==> src/design/serep_pkg.sv <==
// Shared constants and types of the status and event reporting block
package serep_pkg;

    // Register width and error queue geometry
    localparam int unsigned REG_W      = 8;
    localparam int unsigned ERRQ_DEPTH = 10;
    localparam int unsigned ERRQ_AW    = 4;

    // Summary status byte bit positions
    localparam int unsigned STB_ERRQ_BIT = 2;
    localparam int unsigned STB_MAV_BIT  = 4;
    localparam int unsigned STB_ESB_BIT  = 5;
    localparam int unsigned STB_MSS_BIT  = 6;

    // Latched event flag bit positions
    localparam int unsigned ESR_OPC_BIT = 0;
    localparam int unsigned ESR_QYE_BIT = 2;
    localparam int unsigned ESR_EXE_BIT = 4;
    localparam int unsigned ESR_CME_BIT = 5;
    localparam int unsigned ESR_PON_BIT = 7;

    // Writable bits of the masks, all others read as zero
    localparam logic [7:0] SRE_VALID = 8'h34;
    localparam logic [7:0] ESE_VALID = 8'hb5;

    // Reset values
    localparam logic [7:0] SRE_RESET = 8'h00;
    localparam logic [7:0] ESE_RESET = 8'h00;
    localparam logic [7:0] ESR_RESET = 8'h80;
    localparam logic [7:0] ZERO_BYTE = 8'h00;

    // Common commands and queries accepted on the command port
    typedef enum logic [3:0] {
        CMD_NONE  = 4'h0,
        CMD_STB_Q = 4'h1,
        CMD_SRE_W = 4'h2,
        CMD_SRE_Q = 4'h3,
        CMD_ESR_Q = 4'h4,
        CMD_ESE_W = 4'h5,
        CMD_ESE_Q = 4'h6,
        CMD_OPC   = 4'h7,
        CMD_WAI   = 4'h8,
        CMD_ERR_Q = 4'h9
    } serep_cmd_t;

    // Command sequencer states
    typedef enum logic [1:0] {
        ST_IDLE  = 2'b00,
        ST_WAIT  = 2'b01,
        ST_ERRRD = 2'b10
    } serep_state_t;

endpackage

==> src/design/serep_core.sv <==
// Status byte, event flags, masks, service request and wait handling
//
// Functional notes
// Wait command stalls all later commands until pending operations end.
// Four 8-bit status and enable registers plus output and error queues.
// Register queries return the binary weight sum of set bits.
// Status bit 2 shows the error queue holds an unread entry.
// Status bit 4 shows the output queue holds a response.
// Status bit 5 is the event summary of latched event flags.
// Bit 6 is request-service on serial poll, master summary on query.
// Master summary comes only from status bits 5, 4 and 2.
// Service request mask is written and read back by command.
// Mask bit 2 raises service request when an error entry is queued.
// Mask bit 4 raises service request when a response is queued.
// Mask bit 5 raises service request when event summary sets.
// Reading the event flags returns them, then clears them all.
// Event bit 0 sets when pending operations finish after complete command.
// Event bit 2 sets when output queue data is lost.
// Event bit 4 sets on a fault while executing.
// Event bit 5 sets on a fault while parsing.
// Event bit 7 is set at power-on.
// Event summary sets when an enabled event flag is set.
// Enabled status bit sets master summary and raises service request.
// Request-service reads clear after one serial poll reports it.
// Error queue holds ten entries in order, reading removes one.
// Unused bits read zero; writes to unused mask bits ignored.
`timescale 1ns/1ps
`default_nettype none
module serep_core (
    // System
    input  wire logic                       clk_sys,
    input  wire logic                       reset,
    // Command port
    input  wire logic                       cmd_valid,
    input  wire serep_pkg::serep_cmd_t      cmd_code,
    input  wire logic [7:0]                 cmd_data,
    output logic                            cmd_ready,
    // Query response
    output logic                            resp_valid,
    output logic      [7:0]                 resp_data,
    // Serial poll
    input  wire logic                       spoll_req,
    output logic                            spoll_valid,
    output logic      [7:0]                 spoll_data,
    // Instrument events
    input  wire logic                       ops_pending,
    input  wire logic                       outq_put,
    input  wire logic                       outq_avail,
    input  wire logic                       outq_lost,
    input  wire logic                       exec_err,
    input  wire logic                       cmd_err,
    input  wire logic                       err_push,
    input  wire logic [7:0]                 err_code,
    // Service request
    output logic                            srq
);

    serep_pkg::serep_state_t st_q;
    serep_pkg::serep_state_t st_d;

    logic [7:0] sre_q;
    logic [7:0] sre_d;
    logic [7:0] ese_q;
    logic [7:0] ese_d;
    logic [7:0] esr_q;
    logic [7:0] esr_d;
    logic       opc_armed_q;
    logic       opc_armed_d;
    logic       rqs_q;
    logic       rqs_d;
    logic       mss_prev_q;
    logic       esb_prev_q;
    logic       resp_valid_q;
    logic       resp_valid_d;
    logic [7:0] resp_data_q;
    logic [7:0] resp_data_d;
    logic       spoll_valid_q;
    logic [7:0] spoll_data_q;
    logic [7:0] spoll_data_d;

    logic       take;
    logic       errq_pop;
    logic       errq_empty;
    logic       errq_full;
    logic [7:0] errq_data;
    logic       errq_added;
    logic [7:0] stb_w;
    logic       mss_w;
    logic [7:0] esr_set;
    logic       esr_clr;
    logic       rqs_set;

    assign take      = cmd_valid && cmd_ready;
    assign cmd_ready = (st_q == serep_pkg::ST_IDLE);
    assign errq_pop  = take && (cmd_code == serep_pkg::CMD_ERR_Q);
    // A full queue still takes an entry when a read frees a slot
    assign errq_added = err_push && (!errq_full || errq_pop);

    serep_err_fifo u_errq (
        .clk_sys   (clk_sys),
        .reset     (reset),
        .push      (err_push),
        .push_data (err_code),
        .pop       (errq_pop),
        .rd_data_q (errq_data),
        .empty     (errq_empty),
        .full      (errq_full)
    );

    // Status byte as seen without bit 6
    always_comb begin
        stb_w = serep_pkg::ZERO_BYTE;
        stb_w[serep_pkg::STB_ERRQ_BIT] = !errq_empty;
        stb_w[serep_pkg::STB_MAV_BIT]  = outq_avail;
        stb_w[serep_pkg::STB_ESB_BIT]  = |(esr_q & ese_q);
    end

    // Mask holds only bits 2, 4 and 5, so only those feed the summary
    assign mss_w = |(stb_w & sre_q);

    // Event flag sources
    always_comb begin
        esr_set = serep_pkg::ZERO_BYTE;
        esr_set[serep_pkg::ESR_OPC_BIT] = opc_armed_q && !ops_pending;
        esr_set[serep_pkg::ESR_QYE_BIT] = outq_lost;
        esr_set[serep_pkg::ESR_EXE_BIT] = exec_err;
        esr_set[serep_pkg::ESR_CME_BIT] = cmd_err;
    end

    assign esr_clr = take && (cmd_code == serep_pkg::CMD_ESR_Q);

    // Service request raise sources
    assign rqs_set = (mss_w && !mss_prev_q)
                  || (stb_w[serep_pkg::STB_ESB_BIT] && !esb_prev_q
                      && sre_q[serep_pkg::STB_ESB_BIT])
                  || (errq_added && sre_q[serep_pkg::STB_ERRQ_BIT])
                  || (outq_put && sre_q[serep_pkg::STB_MAV_BIT]);

    // Command sequencer
    always_comb begin
        st_d = st_q;
        case (st_q)
            serep_pkg::ST_IDLE: begin
                if (take && cmd_code == serep_pkg::CMD_WAI && ops_pending) begin
                    st_d = serep_pkg::ST_WAIT;
                end else if (errq_pop) begin
                    st_d = serep_pkg::ST_ERRRD;
                end
            end
            serep_pkg::ST_WAIT: begin
                if (!ops_pending) begin
                    st_d = serep_pkg::ST_IDLE;
                end
            end
            serep_pkg::ST_ERRRD: begin
                st_d = serep_pkg::ST_IDLE;
            end
            default: begin
                st_d = serep_pkg::ST_IDLE;
            end
        endcase
    end

    // Registers, flags and responses
    always_comb begin
        sre_d        = sre_q;
        ese_d        = ese_q;
        opc_armed_d  = opc_armed_q;
        resp_valid_d = 1'b0;
        resp_data_d  = resp_data_q;
        spoll_data_d = spoll_data_q;
        // Set wins over the read clear
        esr_d = (esr_clr ? serep_pkg::ZERO_BYTE : esr_q) | esr_set;
        if (esr_set[serep_pkg::ESR_OPC_BIT]) begin
            opc_armed_d = 1'b0;
        end
        if (st_q == serep_pkg::ST_ERRRD) begin
            resp_valid_d = 1'b1;
            resp_data_d  = errq_data;
        end
        if (take) begin
            case (cmd_code)
                serep_pkg::CMD_STB_Q: begin
                    resp_valid_d = 1'b1;
                    resp_data_d  = stb_w;
                    resp_data_d[serep_pkg::STB_MSS_BIT] = mss_w;
                end
                serep_pkg::CMD_SRE_W: begin
                    sre_d = cmd_data & serep_pkg::SRE_VALID;
                end
                serep_pkg::CMD_SRE_Q: begin
                    resp_valid_d = 1'b1;
                    resp_data_d  = sre_q;
                end
                serep_pkg::CMD_ESR_Q: begin
                    resp_valid_d = 1'b1;
                    resp_data_d  = esr_q;
                end
                serep_pkg::CMD_ESE_W: begin
                    ese_d = cmd_data & serep_pkg::ESE_VALID;
                end
                serep_pkg::CMD_ESE_Q: begin
                    resp_valid_d = 1'b1;
                    resp_data_d  = ese_q;
                end
                serep_pkg::CMD_OPC: begin
                    opc_armed_d = 1'b1;
                end
                default: begin
                end
            endcase
        end
        if (spoll_req) begin
            spoll_data_d = stb_w;
            spoll_data_d[serep_pkg::STB_MSS_BIT] = rqs_q;
        end
        // A raise in the polling cycle is kept for the next poll
        rqs_d = (rqs_q && !spoll_req) || rqs_set;
    end

    always_ff @(posedge clk_sys) begin
        if (reset) begin
            st_q          <= serep_pkg::ST_IDLE;
            sre_q         <= serep_pkg::SRE_RESET;
            ese_q         <= serep_pkg::ESE_RESET;
            esr_q         <= serep_pkg::ESR_RESET;
            opc_armed_q   <= 1'b0;
            rqs_q         <= 1'b0;
            mss_prev_q    <= 1'b0;
            esb_prev_q    <= 1'b0;
            resp_valid_q  <= 1'b0;
            resp_data_q   <= serep_pkg::ZERO_BYTE;
            spoll_valid_q <= 1'b0;
            spoll_data_q  <= serep_pkg::ZERO_BYTE;
        end else begin
            st_q          <= st_d;
            sre_q         <= sre_d;
            ese_q         <= ese_d;
            esr_q         <= esr_d;
            opc_armed_q   <= opc_armed_d;
            rqs_q         <= rqs_d;
            mss_prev_q    <= mss_w;
            esb_prev_q    <= stb_w[serep_pkg::STB_ESB_BIT];
            resp_valid_q  <= resp_valid_d;
            resp_data_q   <= resp_data_d;
            spoll_valid_q <= spoll_req;
            spoll_data_q  <= spoll_data_d;
        end
    end

    assign resp_valid  = resp_valid_q;
    assign resp_data   = resp_data_q;
    assign spoll_valid = spoll_valid_q;
    assign spoll_data  = spoll_data_q;
    assign srq         = rqs_q;

    // Master summary rebuilt from its sources for the query check
    logic mss_ref;
    assign mss_ref = (outq_avail && sre_q[4]) || (!errq_empty && sre_q[2])
                  || ((|(esr_q & ese_q)) && sre_q[5]);
endmodule // serep_core
`default_nettype wire

==> src/design/serep_err_fifo.sv <==
// Error and event queue: ten entries, first in first out
`timescale 1ns/1ps
`default_nettype none
module serep_err_fifo (
    // System
    input  wire logic                           clk_sys,
    input  wire logic                           reset,
    // Write side
    input  wire logic                           push,
    input  wire logic [serep_pkg::REG_W-1:0]    push_data,
    // Read side
    input  wire logic                           pop,
    output logic      [serep_pkg::REG_W-1:0]    rd_data_q,
    // Status
    output logic                                empty,
    output logic                                full
);

    logic [serep_pkg::REG_W-1:0]   mem_q [serep_pkg::ERRQ_DEPTH];
    logic [serep_pkg::ERRQ_AW-1:0] wr_ptr_q;
    logic [serep_pkg::ERRQ_AW-1:0] wr_ptr_d;
    logic [serep_pkg::ERRQ_AW-1:0] rd_ptr_q;
    logic [serep_pkg::ERRQ_AW-1:0] rd_ptr_d;
    logic [serep_pkg::ERRQ_AW-1:0] cnt_q;
    logic [serep_pkg::ERRQ_AW-1:0] cnt_d;
    logic [serep_pkg::REG_W-1:0]   rd_data_d;
    logic                          do_push;
    logic                          do_pop;

    localparam logic [serep_pkg::ERRQ_AW-1:0] LAST =
        4'(serep_pkg::ERRQ_DEPTH - 1);
    localparam logic [serep_pkg::ERRQ_AW-1:0] DEPTH =
        4'(serep_pkg::ERRQ_DEPTH);

    assign empty   = (cnt_q == 4'h0);
    assign full    = (cnt_q == DEPTH);
    assign do_pop  = pop && !empty;
    // A push into a full queue is dropped unless a pop frees a slot in the same cycle
    assign do_push = push && (!full || do_pop);

    always_comb begin
        wr_ptr_d  = wr_ptr_q;
        rd_ptr_d  = rd_ptr_q;
        cnt_d     = cnt_q;
        rd_data_d = rd_data_q;
        if (do_push) begin
            wr_ptr_d = (wr_ptr_q == LAST) ? 4'h0 : wr_ptr_q + 4'h1;
        end
        if (pop) begin
            // Reading an empty queue returns zero, meaning no error
            rd_data_d = do_pop ? mem_q[rd_ptr_q] : serep_pkg::ZERO_BYTE;
        end
        if (do_pop) begin
            rd_ptr_d = (rd_ptr_q == LAST) ? 4'h0 : rd_ptr_q + 4'h1;
        end
        if (do_push && !do_pop) begin
            cnt_d = cnt_q + 4'h1;
        end else if (do_pop && !do_push) begin
            cnt_d = cnt_q - 4'h1;
        end
    end

    always_ff @(posedge clk_sys) begin
        if (reset) begin
            wr_ptr_q  <= 4'h0;
            rd_ptr_q  <= 4'h0;
            cnt_q     <= 4'h0;
            rd_data_q <= serep_pkg::ZERO_BYTE;
        end else begin
            wr_ptr_q  <= wr_ptr_d;
            rd_ptr_q  <= rd_ptr_d;
            cnt_q     <= cnt_d;
            rd_data_q <= rd_data_d;
        end
    end

    always_ff @(posedge clk_sys) begin
        if (do_push) begin
            mem_q[wr_ptr_q] <= push_data;
        end
    end

endmodule // serep_err_fifo
`default_nettype wire

==> config.mk <==
export PLATFORM = sky130hd
export DESIGN_NAME = serep_core
export DESIGN_NICKNAME = d
export VERILOG_FILES = /design/src/design/serep_pkg.sv /design/src/design/serep_core.sv /design/src/design/serep_err_fifo.sv
export SDC_FILE = /design/constraint.sdc
export NUM_CORES = 1
export LEC_CHECK = 0
export ABC_AREA = 1
export ABC_CLOCK_PERIOD_IN_PS = 5100
export BUFFER_PORTS_ARGS = -buffer_cell sky130_fd_sc_hd__buf_2
export CORE_MARGIN = 2
export CORE_UTILIZATION = 40
export CTS_CLUSTER_DIAMETER = 30
export DETAILED_ROUTE_END_ITERATION = 7
export PLACE_DENSITY_LB_ADDON = 0.12
export SYNTH_ARGS = -nofsm -noshare
export SYNTH_HDL_FRONTEND = slang
export SYNTH_SLANG_ARGS = --single-unit
==> constraint.sdc <==
create_clock -name clk_sys -period 5.1 [get_ports clk_sys]
set_input_delay 1.02 -clock clk_sys [delete_from_list [all_inputs] [get_ports clk_sys]]
set_output_delay 1.02 -clock clk_sys [all_outputs]
set_load 0.01 [all_outputs]
==> flow_metrics.env, run 1 <==
export IMPL_core_um2=15090
export IMPL_drt_iter0_markers=273
export IMPL_io_buffers=43
export IMPL_yosys_cell_types_count=39
export IMPL_hp_class="reg2reg"
export IMPL_rsz0062_at_grt="false"
export IMPL_clock_skew_ns=0.01080
export IMPL_period_minus_slack_ns=3.019
export IMPL_nNetsFinal=765
export IMPL_path_depth=15
export IMPL_synth_top_area_frac=0.3932
export IMPL_place_gp_congestion=0.8380
export IMPL_slowest_delay_ns=0.35
export IMPL_maxSlewViolCount=0
export IMPL_rows=45
export IMPL_r2r_cells=15
export IMPL_fin_crit_sh=0.5919
export IMPL_drive_above_1_share=0.1346
export IMPL_avgSynthCellArea_um2=8.855
export IMPL_die_area_um2=16280
export IMPL_critPathKind="in2reg"
export IMPL_setup_viol=0
export IMPL_grt_max_degree=42
export IMPL_drt_wirelength_per_cell_um=14.41
export IMPL_cts_sinks=137
export IMPL_intPower_mw=2.219
export IMPL_ys_seq_area_frac=0.5800
export IMPL_outcome="finished clean"
export IMPL_cp_max_fo=11
export IMPL_syn2layout_area_growth_pct=16.69
export IMPL_cp_required_ns=5.45
export IMPL_cts_resized_gates=0
export IMPL_final_area_um2=7129
export IMPL_crit_chain="buf_2 -> inv_1 -> nor2_1 -> nand3_2 -> nand2_2 -> nand2_4 -> clkinv_4 -> ha_1 -> inv_1 -> ha_1 -> a21oi_1 -> and2_1 -> xor2_1 -> nand2_1 -> a21oi_1"
export IMPL_async_flop_share=0
export IMPL_antenna_found_initial=0
export IMPL_setup_tns_ns=0
export IMPL_cp_top_family="simple AND/OR/NAND/NOR gates"
export IMPL_cp_start_kind="input pin"
export IMPL_firstDrtPassIters=5
export IMPL_n_antenna_cell=0
export IMPL_route_detailed_drc=0
export IMPL_cts_max_path_buffers=2
export IMPL_postSynthCellCount=690
export IMPL_fin_util=0.4725
export IMPL_clockRootBuffer="clkbuf_16"
export IMPL_num_io_pins=51
export IMPL_comb_power_share=0.060
export IMPL_routed_wl_mm=13.42
export IMPL_critical_path_slowest_cell="ha_1"
export IMPL_max_freq_mhz=331.3
export IMPL_hold_path_depth=2
export IMPL_p_sw_uw=582.5
export IMPL_maxCapViolCount=0
export IMPL_via_count=4474
export IMPL_yosys_warnings=0
export IMPL_seq_power_share=0.434
export IMPL_timing_slew_headroom=0.4536
export IMPL_placed_cell_area_um2=6420
export IMPL_grt_pass1_vias=4243
export IMPL_ir_drop_mv=0.2687
export IMPL_post_cts_buffers=0
export IMPL_critPathCaptureType="flip-flop"
export IMPL_pwr_density_cell_nw_per_um2=392.9
export IMPL_arrival_ns=3.37
export IMPL_syn_area_um2=6110
export IMPL_ant_nets=0
export IMPL_crit_buf_inv=4
export IMPL_finalPower_mw=2.801
export IMPL_synth_top_area_cell="edfxtp_1"
export IMPL_hold_viol=0
export IMPL_ys_flop_type="edfxtp_1"
export IMPL_dpl_hpwl_mm=9.306
export IMPL_synth_edf_count=80
export IMPL_vias_per_cell=4.806
export IMPL_synth_seq_cells=137
export IMPL_pwr_share_clk=0.506
export IMPL_clock_latency_ns=0.42
export IMPL_holdBufCountCts=0
export IMPL_synthTopCellsByArea="edfxtp_1, dfxtp_1, nand2_1"
export IMPL_path_clk_slew_ns=0.06
export IMPL_globalRoute_totalOverflow=0
export IMPL_rrSetupSlack_ns=2.44
export IMPL_nFillCells=1451
export IMPL_grt_pass1_wl_mm=22.02
export IMPL_start_util=0.4049
export IMPL_tightest_slew_ns=0.8165
export IMPL_sw_frac_of_total=0.2079
export IMPL_htree_num_levels=4
export IMPL_die_h_um=127.6
export IMPL_tritoncts="done"
export IMPL_die_x_um=127.6
export IMPL_track_usage=0.1758
export IMPL_numCtsBuffers=17
export IMPL_p_leak_nw=3.074
synth_stat cells (3+ instances only):
library cell  count
a211oi_1          3
a21oi_1          40
a21oi_2           4
buf_2            10
buf_4             6
buf_6             3
clkbuf_1          6
dfxtp_1          57
edfxtp_1         80
ha_1              3
inv_1           106
nand2_1         177
nand2_2           3
nand3_1          66
nand4_1           4
nor2_1           56
nor2_2            5
nor3_1            4
o211ai_1          3
o21ai_0          22
xor2_1            5
per-stage QoR:
stage | hold slack (ns) | instances | worst slack (ns)
floorplan | 0.4293 | 693 | 2.230
global placement | 0.4530 | 898 | 1.617
detailed placement | 0.4521 | 898 | 1.611
CTS | 0.4685 | 930 | 2.056
global route | 0.4842 | 931 | 1.894
finish | 0.4662 | 931 | 2.081
area by class of cell:
type                       count  area (um^2)  share of cell area
clock buffer                  19        432.9             0.06072
clock inverter                13        249.0             0.03492
inverter                     110        422.9             0.05932
multi-input combinational    419         1996              0.2799
sequential                   137         3543              0.4970
tap                          188        235.2             0.03299
timing repair buffer          45        250.2             0.03510
placed cells by master, fill, tap and decap left out, types with 3 or more instances in the layout:
master	n
buf_2	43
nor2_1	56
conb_1	4
a211oi_1	3
inv_1	106
a21oi_2	4
nor2_2	5
a21oi_1	40
dfxtp_1	57
nand3_1	66
xor2_1	5
nand2_2	3
clkinv_4	4
o211ai_1	3
bufinv_16	7
nand4_1	4
ha_1	3
edfxtp_1	80
nor3_1	4
nand2_1	177
clkbuf_16	17
o21ai_0	22
path summary, 6_finish.rpt:
| kind | from | end |
|---|---|---|
| setup reg to reg | st_q[1] | u_errq.cnt_q[3] |
| hold reg to reg | ese_q[2] | ese_q[2] |
| hold / removal | ese_q[2] | ese_q[2] |
| setup / recovery | cmd_code[3] | u_errq.cnt_q[3] |
power groups by stage:
stage	logic (mW)	clock network [mW]	registers, mW
after floorplan	0.108	0	1.24
after global placement	0.164	0	1.24
after detailed placement	0.168	0	1.24
after CTS	0.169	1.44	1.22
after global routing	0.191	1.50	1.22
final	0.168	1.42	1.22
logic make-up (layout without fill, tap and decap cells):
group,Yosys count,after routing,synth area share
buf+inv,137,187,0.09523
other cells,1,4,0.0006138
flops,137,137,0.5800
xor+xnor,5,5,0.007167
mux,2,2,0.003277
compound gates,76,76,0.06901
simple gates,328,328,0.2353
fa+ha+maj,4,4,0.009421
per-layer routing:
metal | global-route usage | routed length, um
met2 | 0.2671 | 5992
met3 | 0.04564 | 490
met1 | 0.2482 | 6787
met4 | 0.05236 | 148
met5 | 0 | 0
worst reg2reg max path, stage by stage (launching register included):
cell      delay [ns]
dfxtp_1         0.44
nor2_8          0.17
nand2_4         0.07
inv_6           0.09
nand3_2         0.25
nand2_2         0.20
nand2_4         0.09
clkinv_4        0.09
ha_1            0.18
inv_1           0.10
ha_1            0.35
a21oi_1         0.12
and2_1          0.14
xor2_1          0.14
nand2_1         0.06
a21oi_1         0.11
registers in the layout (all words and copies together), names as in the netlist, named ones only:
register          count
spoll_valid           1
u_errq.cnt_q          4
resp_data             8
sre_q                 3
u_errq.wr_ptr_q       4
ese_q                 5
mss_prev_q            1
esb_prev_q            1
spoll_data            4
opc_armed_q           1
esr_q                 5
resp_valid            1
srq                   1
u_errq.rd_ptr_q       4
u_errq.mem_q         80
u_errq.rd_data_q      8
st_q                  2
(Power assumes the default switching activity.)
==> inputs of run 2 (changes only) <==
Settings changed: ABC_AREA 1 to 0, ABC_CLOCK_PERIOD_IN_PS 5100 to 2700.
Clock period 5.1 ns to 2.7 ns, I/O delays scaled along.
==> run 2 against run 1 <==
Global-route usage down 1.3 points. Sequential power grew 89%. Sequential share of layout area grew 2.2 points. Critical path type is now reg2reg.
==> flow_metrics.env, run 2 <==
export IMPL_largest_register_ffs=80
export IMPL_start_util=0.4105
export IMPL_slowest_delay_ns=0.45
export IMPL_tritoncts="done"
export IMPL_nNetsFinal=516
export IMPL_yosys_warnings=0
export IMPL_cpMostUsedCell="ha_4"
export IMPL_syn_area_um2=5720
export IMPL_regMostFlops="u_errq.mem_q"
export IMPL_synth_top_cells_by_count="edfxtp_1, dfxtp_1, nor2_1"
export IMPL_io_buffers=43
export IMPL_layout_commonest_cell="edfxtp_1"
export IMPL_fin_crit_sh=0.9084
export IMPL_critical_path_slowest_cell="dfxtp_1"
export IMPL_n_antenna_cell=0
export IMPL_synth_top_area_cell="edfxtp_1"
export IMPL_cts_max_path_buffers=2
export IMPL_grt_max_degree=34
export IMPL_avgSynthCellArea_um2=13.75
export IMPL_setup_tns_ns=0
export IMPL_final_cell_mix="edfxtp_1, dfxtp_1, nor2_1"
export IMPL_setup_viol=0
export IMPL_period_minus_slack_ns=2.453
export IMPL_clock_skew_ns=0.006214
export IMPL_track_usage=0.1626
export IMPL_max_freq_mhz=407.7
export IMPL_routed_wl_mm=11.52
export IMPL_p_sw_mw=1.061
export IMPL_ys_seq_area_frac=0.6194
export IMPL_multi_input_area_um2=2038
export IMPL_numCtsBuffers=17
export IMPL_syn2layout_area_growth_pct=19.27
export IMPL_clock_latency_ns=0.42
export IMPL_comb_power_share=0.069
export IMPL_p_leak_nw=2.575
export IMPL_ant_nets=0
export IMPL_ir_drop_mv=0.4182
export IMPL_dpl_hpwl_mm=8.032
export IMPL_yosys_cell_types_count=58
export IMPL_rsz0062_at_grt="false"
export IMPL_num_io_pins=51
export IMPL_ys_flop_type="edfxtp_1"
export IMPL_finalPower_mw=4.817
export IMPL_critPathCaptureType="flip-flop"
export IMPL_holdWs_ns=0.3319
export IMPL_clockRootBuffer="clkbuf_16"
export IMPL_pwr_density_cell_nw_per_um2=706.0
export IMPL_globalRoute_totalOverflow=0
export IMPL_grt_pass1_vias=3405
export IMPL_cts_resized_gates=0
export IMPL_placed_cell_area_um2=6265
export IMPL_cp_max_fo=5
export IMPL_numPlacedInstances=642
export IMPL_antenna_found_initial=0
export IMPL_maxSlewViolCount=0
export IMPL_cp_start_kind="flip-flop"
export IMPL_sw_frac_of_total=0.2203
export IMPL_rrSetupSlack_ns=0.25
export IMPL_maxCapViolCount=0
export IMPL_async_flop_share=0
export IMPL_post_cts_buffers=0
export IMPL_seq_power_share=0.479
export IMPL_via_count=3517
export IMPL_critPathKind="reg2reg"
export IMPL_outcome="finished clean"
export IMPL_die_area_um2=15270
export IMPL_synth_seq_cells=137
export IMPL_nFillCells=1234
export IMPL_intPower_mw=3.756
export IMPL_holdBufCountCts=0
export IMPL_seq_area_um2=3543
export IMPL_cp_required_ns=3.00
export IMPL_layout_cells_non_filler=672
export IMPL_die_x_um=123.6
export IMPL_firstDrtPassIters=4
export IMPL_timing_slew_headroom=0.5253
export IMPL_drt_iter0_markers=252
export IMPL_crit_chain="nand2_1 -> a2111o_1 -> nand2_2 -> inv_2 -> ha_4 -> inv_4 -> ha_4 -> a21o_1 -> a21oi_2 -> mux2i_1 -> mux2_2"
export IMPL_postSynthCellCount=416
export IMPL_pwr_share_clk=0.452
export IMPL_hp_class="in2reg"
export IMPL_crit_buf_inv=2
export IMPL_synth_most_common_cell="edfxtp_1"
export IMPL_tightest_slew_ns=0.7095
export IMPL_synth_top_area_frac=0.4199
export IMPL_vias_per_cell=5.234
export IMPL_rows=43
export IMPL_die_h_um=123.6
export IMPL_cts_sinks=137
export IMPL_arrival_ns=2.76
export IMPL_synthTopCellsByArea="edfxtp_1, dfxtp_1, mux2i_1"
export IMPL_hold_viol=0
export IMPL_grt_pass1_wl_mm=17.98
export IMPL_drive_above_1_share=0.2602
export IMPL_route_detailed_drc=0
export IMPL_cp_top_family="compound AO/OA/AOI/OAI gates"
export IMPL_path_clk_slew_ns=0.05
export IMPL_place_gp_congestion=0.7648
export IMPL_final_area_um2=6823
export IMPL_core_um2=13930
export IMPL_synth_edf_count=80
export IMPL_htree_num_levels=4
export IMPL_drt_wirelength_per_cell_um=17.14
[run 2: cell types whose count changed after synthesis, moves of 12 or more]
cell	delta
a21oi_1	-24
inv_1	-96
mux2i_1	+32
mux4_1	+12
nand2_1	-160
nand3_1	-62
o21ai_0	-19
[run 2: worst paths after layout]
check / from / to / depth (start not counted)
setup / recovery: u_errq.cnt_q[1] / u_errq.cnt_q[3] / 11
hold / removal: exec_err / esr_q[4] / 3
setup reg to reg: u_errq.cnt_q[1] / u_errq.cnt_q[3] / 11
hold reg to reg: opc_armed_q / opc_armed_q / 2
[run 2: area by class of cell]
type,count,share of cell area
inverter,10,0.005868
multi-input combinational,245,0.2987
clock buffer,18,0.06290
timing repair buffer,70,0.06125
sequential,137,0.5193
clock inverter,12,0.01889
tap,180,0.03301
[run 2: tightest hold or removal path: stages]
cell	delay (ns)
buf_2	0.08
a21oi_1	0.03
nor2_1	0.06
[run 2: kinds of logic after synthesis]
logic type / synth area share
buffers and inverters: 0.03522
muxes: 0.1520
other: 0.0006555
AOI/OAI and AO/OA: 0.06277
DFF: 0.6194
xor gates and xnor gates: 0.007655
and+or+nand+nor: 0.1122
adders and majority gates: 0.01006
[run 2: power by group through the flow]
stage	clock network (mW)	logic, mW	registers (mW)
5_1_grt	2.33	0.369	2.31
3_5_place_dp	0	0.334	2.35
6_report	2.18	0.332	2.31
4_1_cts	2.23	0.336	2.31
2_1_floorplan	0	0.210	2.34
3_3_place_gp	0	0.328	2.35
[run 2: routing by layer]
| metal | track usage | part of all wire | vias to the layer above |
|---|---|---|---|
| met4 | 0.06676 | 0.022 | 0 |
| li1 | - | - | 1710 |
| met1 | 0.2026 | 0.46 | 1719 |
| met5 | 0 | 0 | - |
| met3 | 0.05632 | 0.043 | 22 |
| met2 | 0.2589 | 0.47 | 66 |
[run 2: metrics by stage]
step	setup slack, ns	utilization
floorplan	-0.1851	-
global placement	-0.07617	0.4496
detailed placement	-0.1175	0.4496
CTS	0.2363	0.4896
global route	0.1139	0.4896
finish	0.2473	0.4896
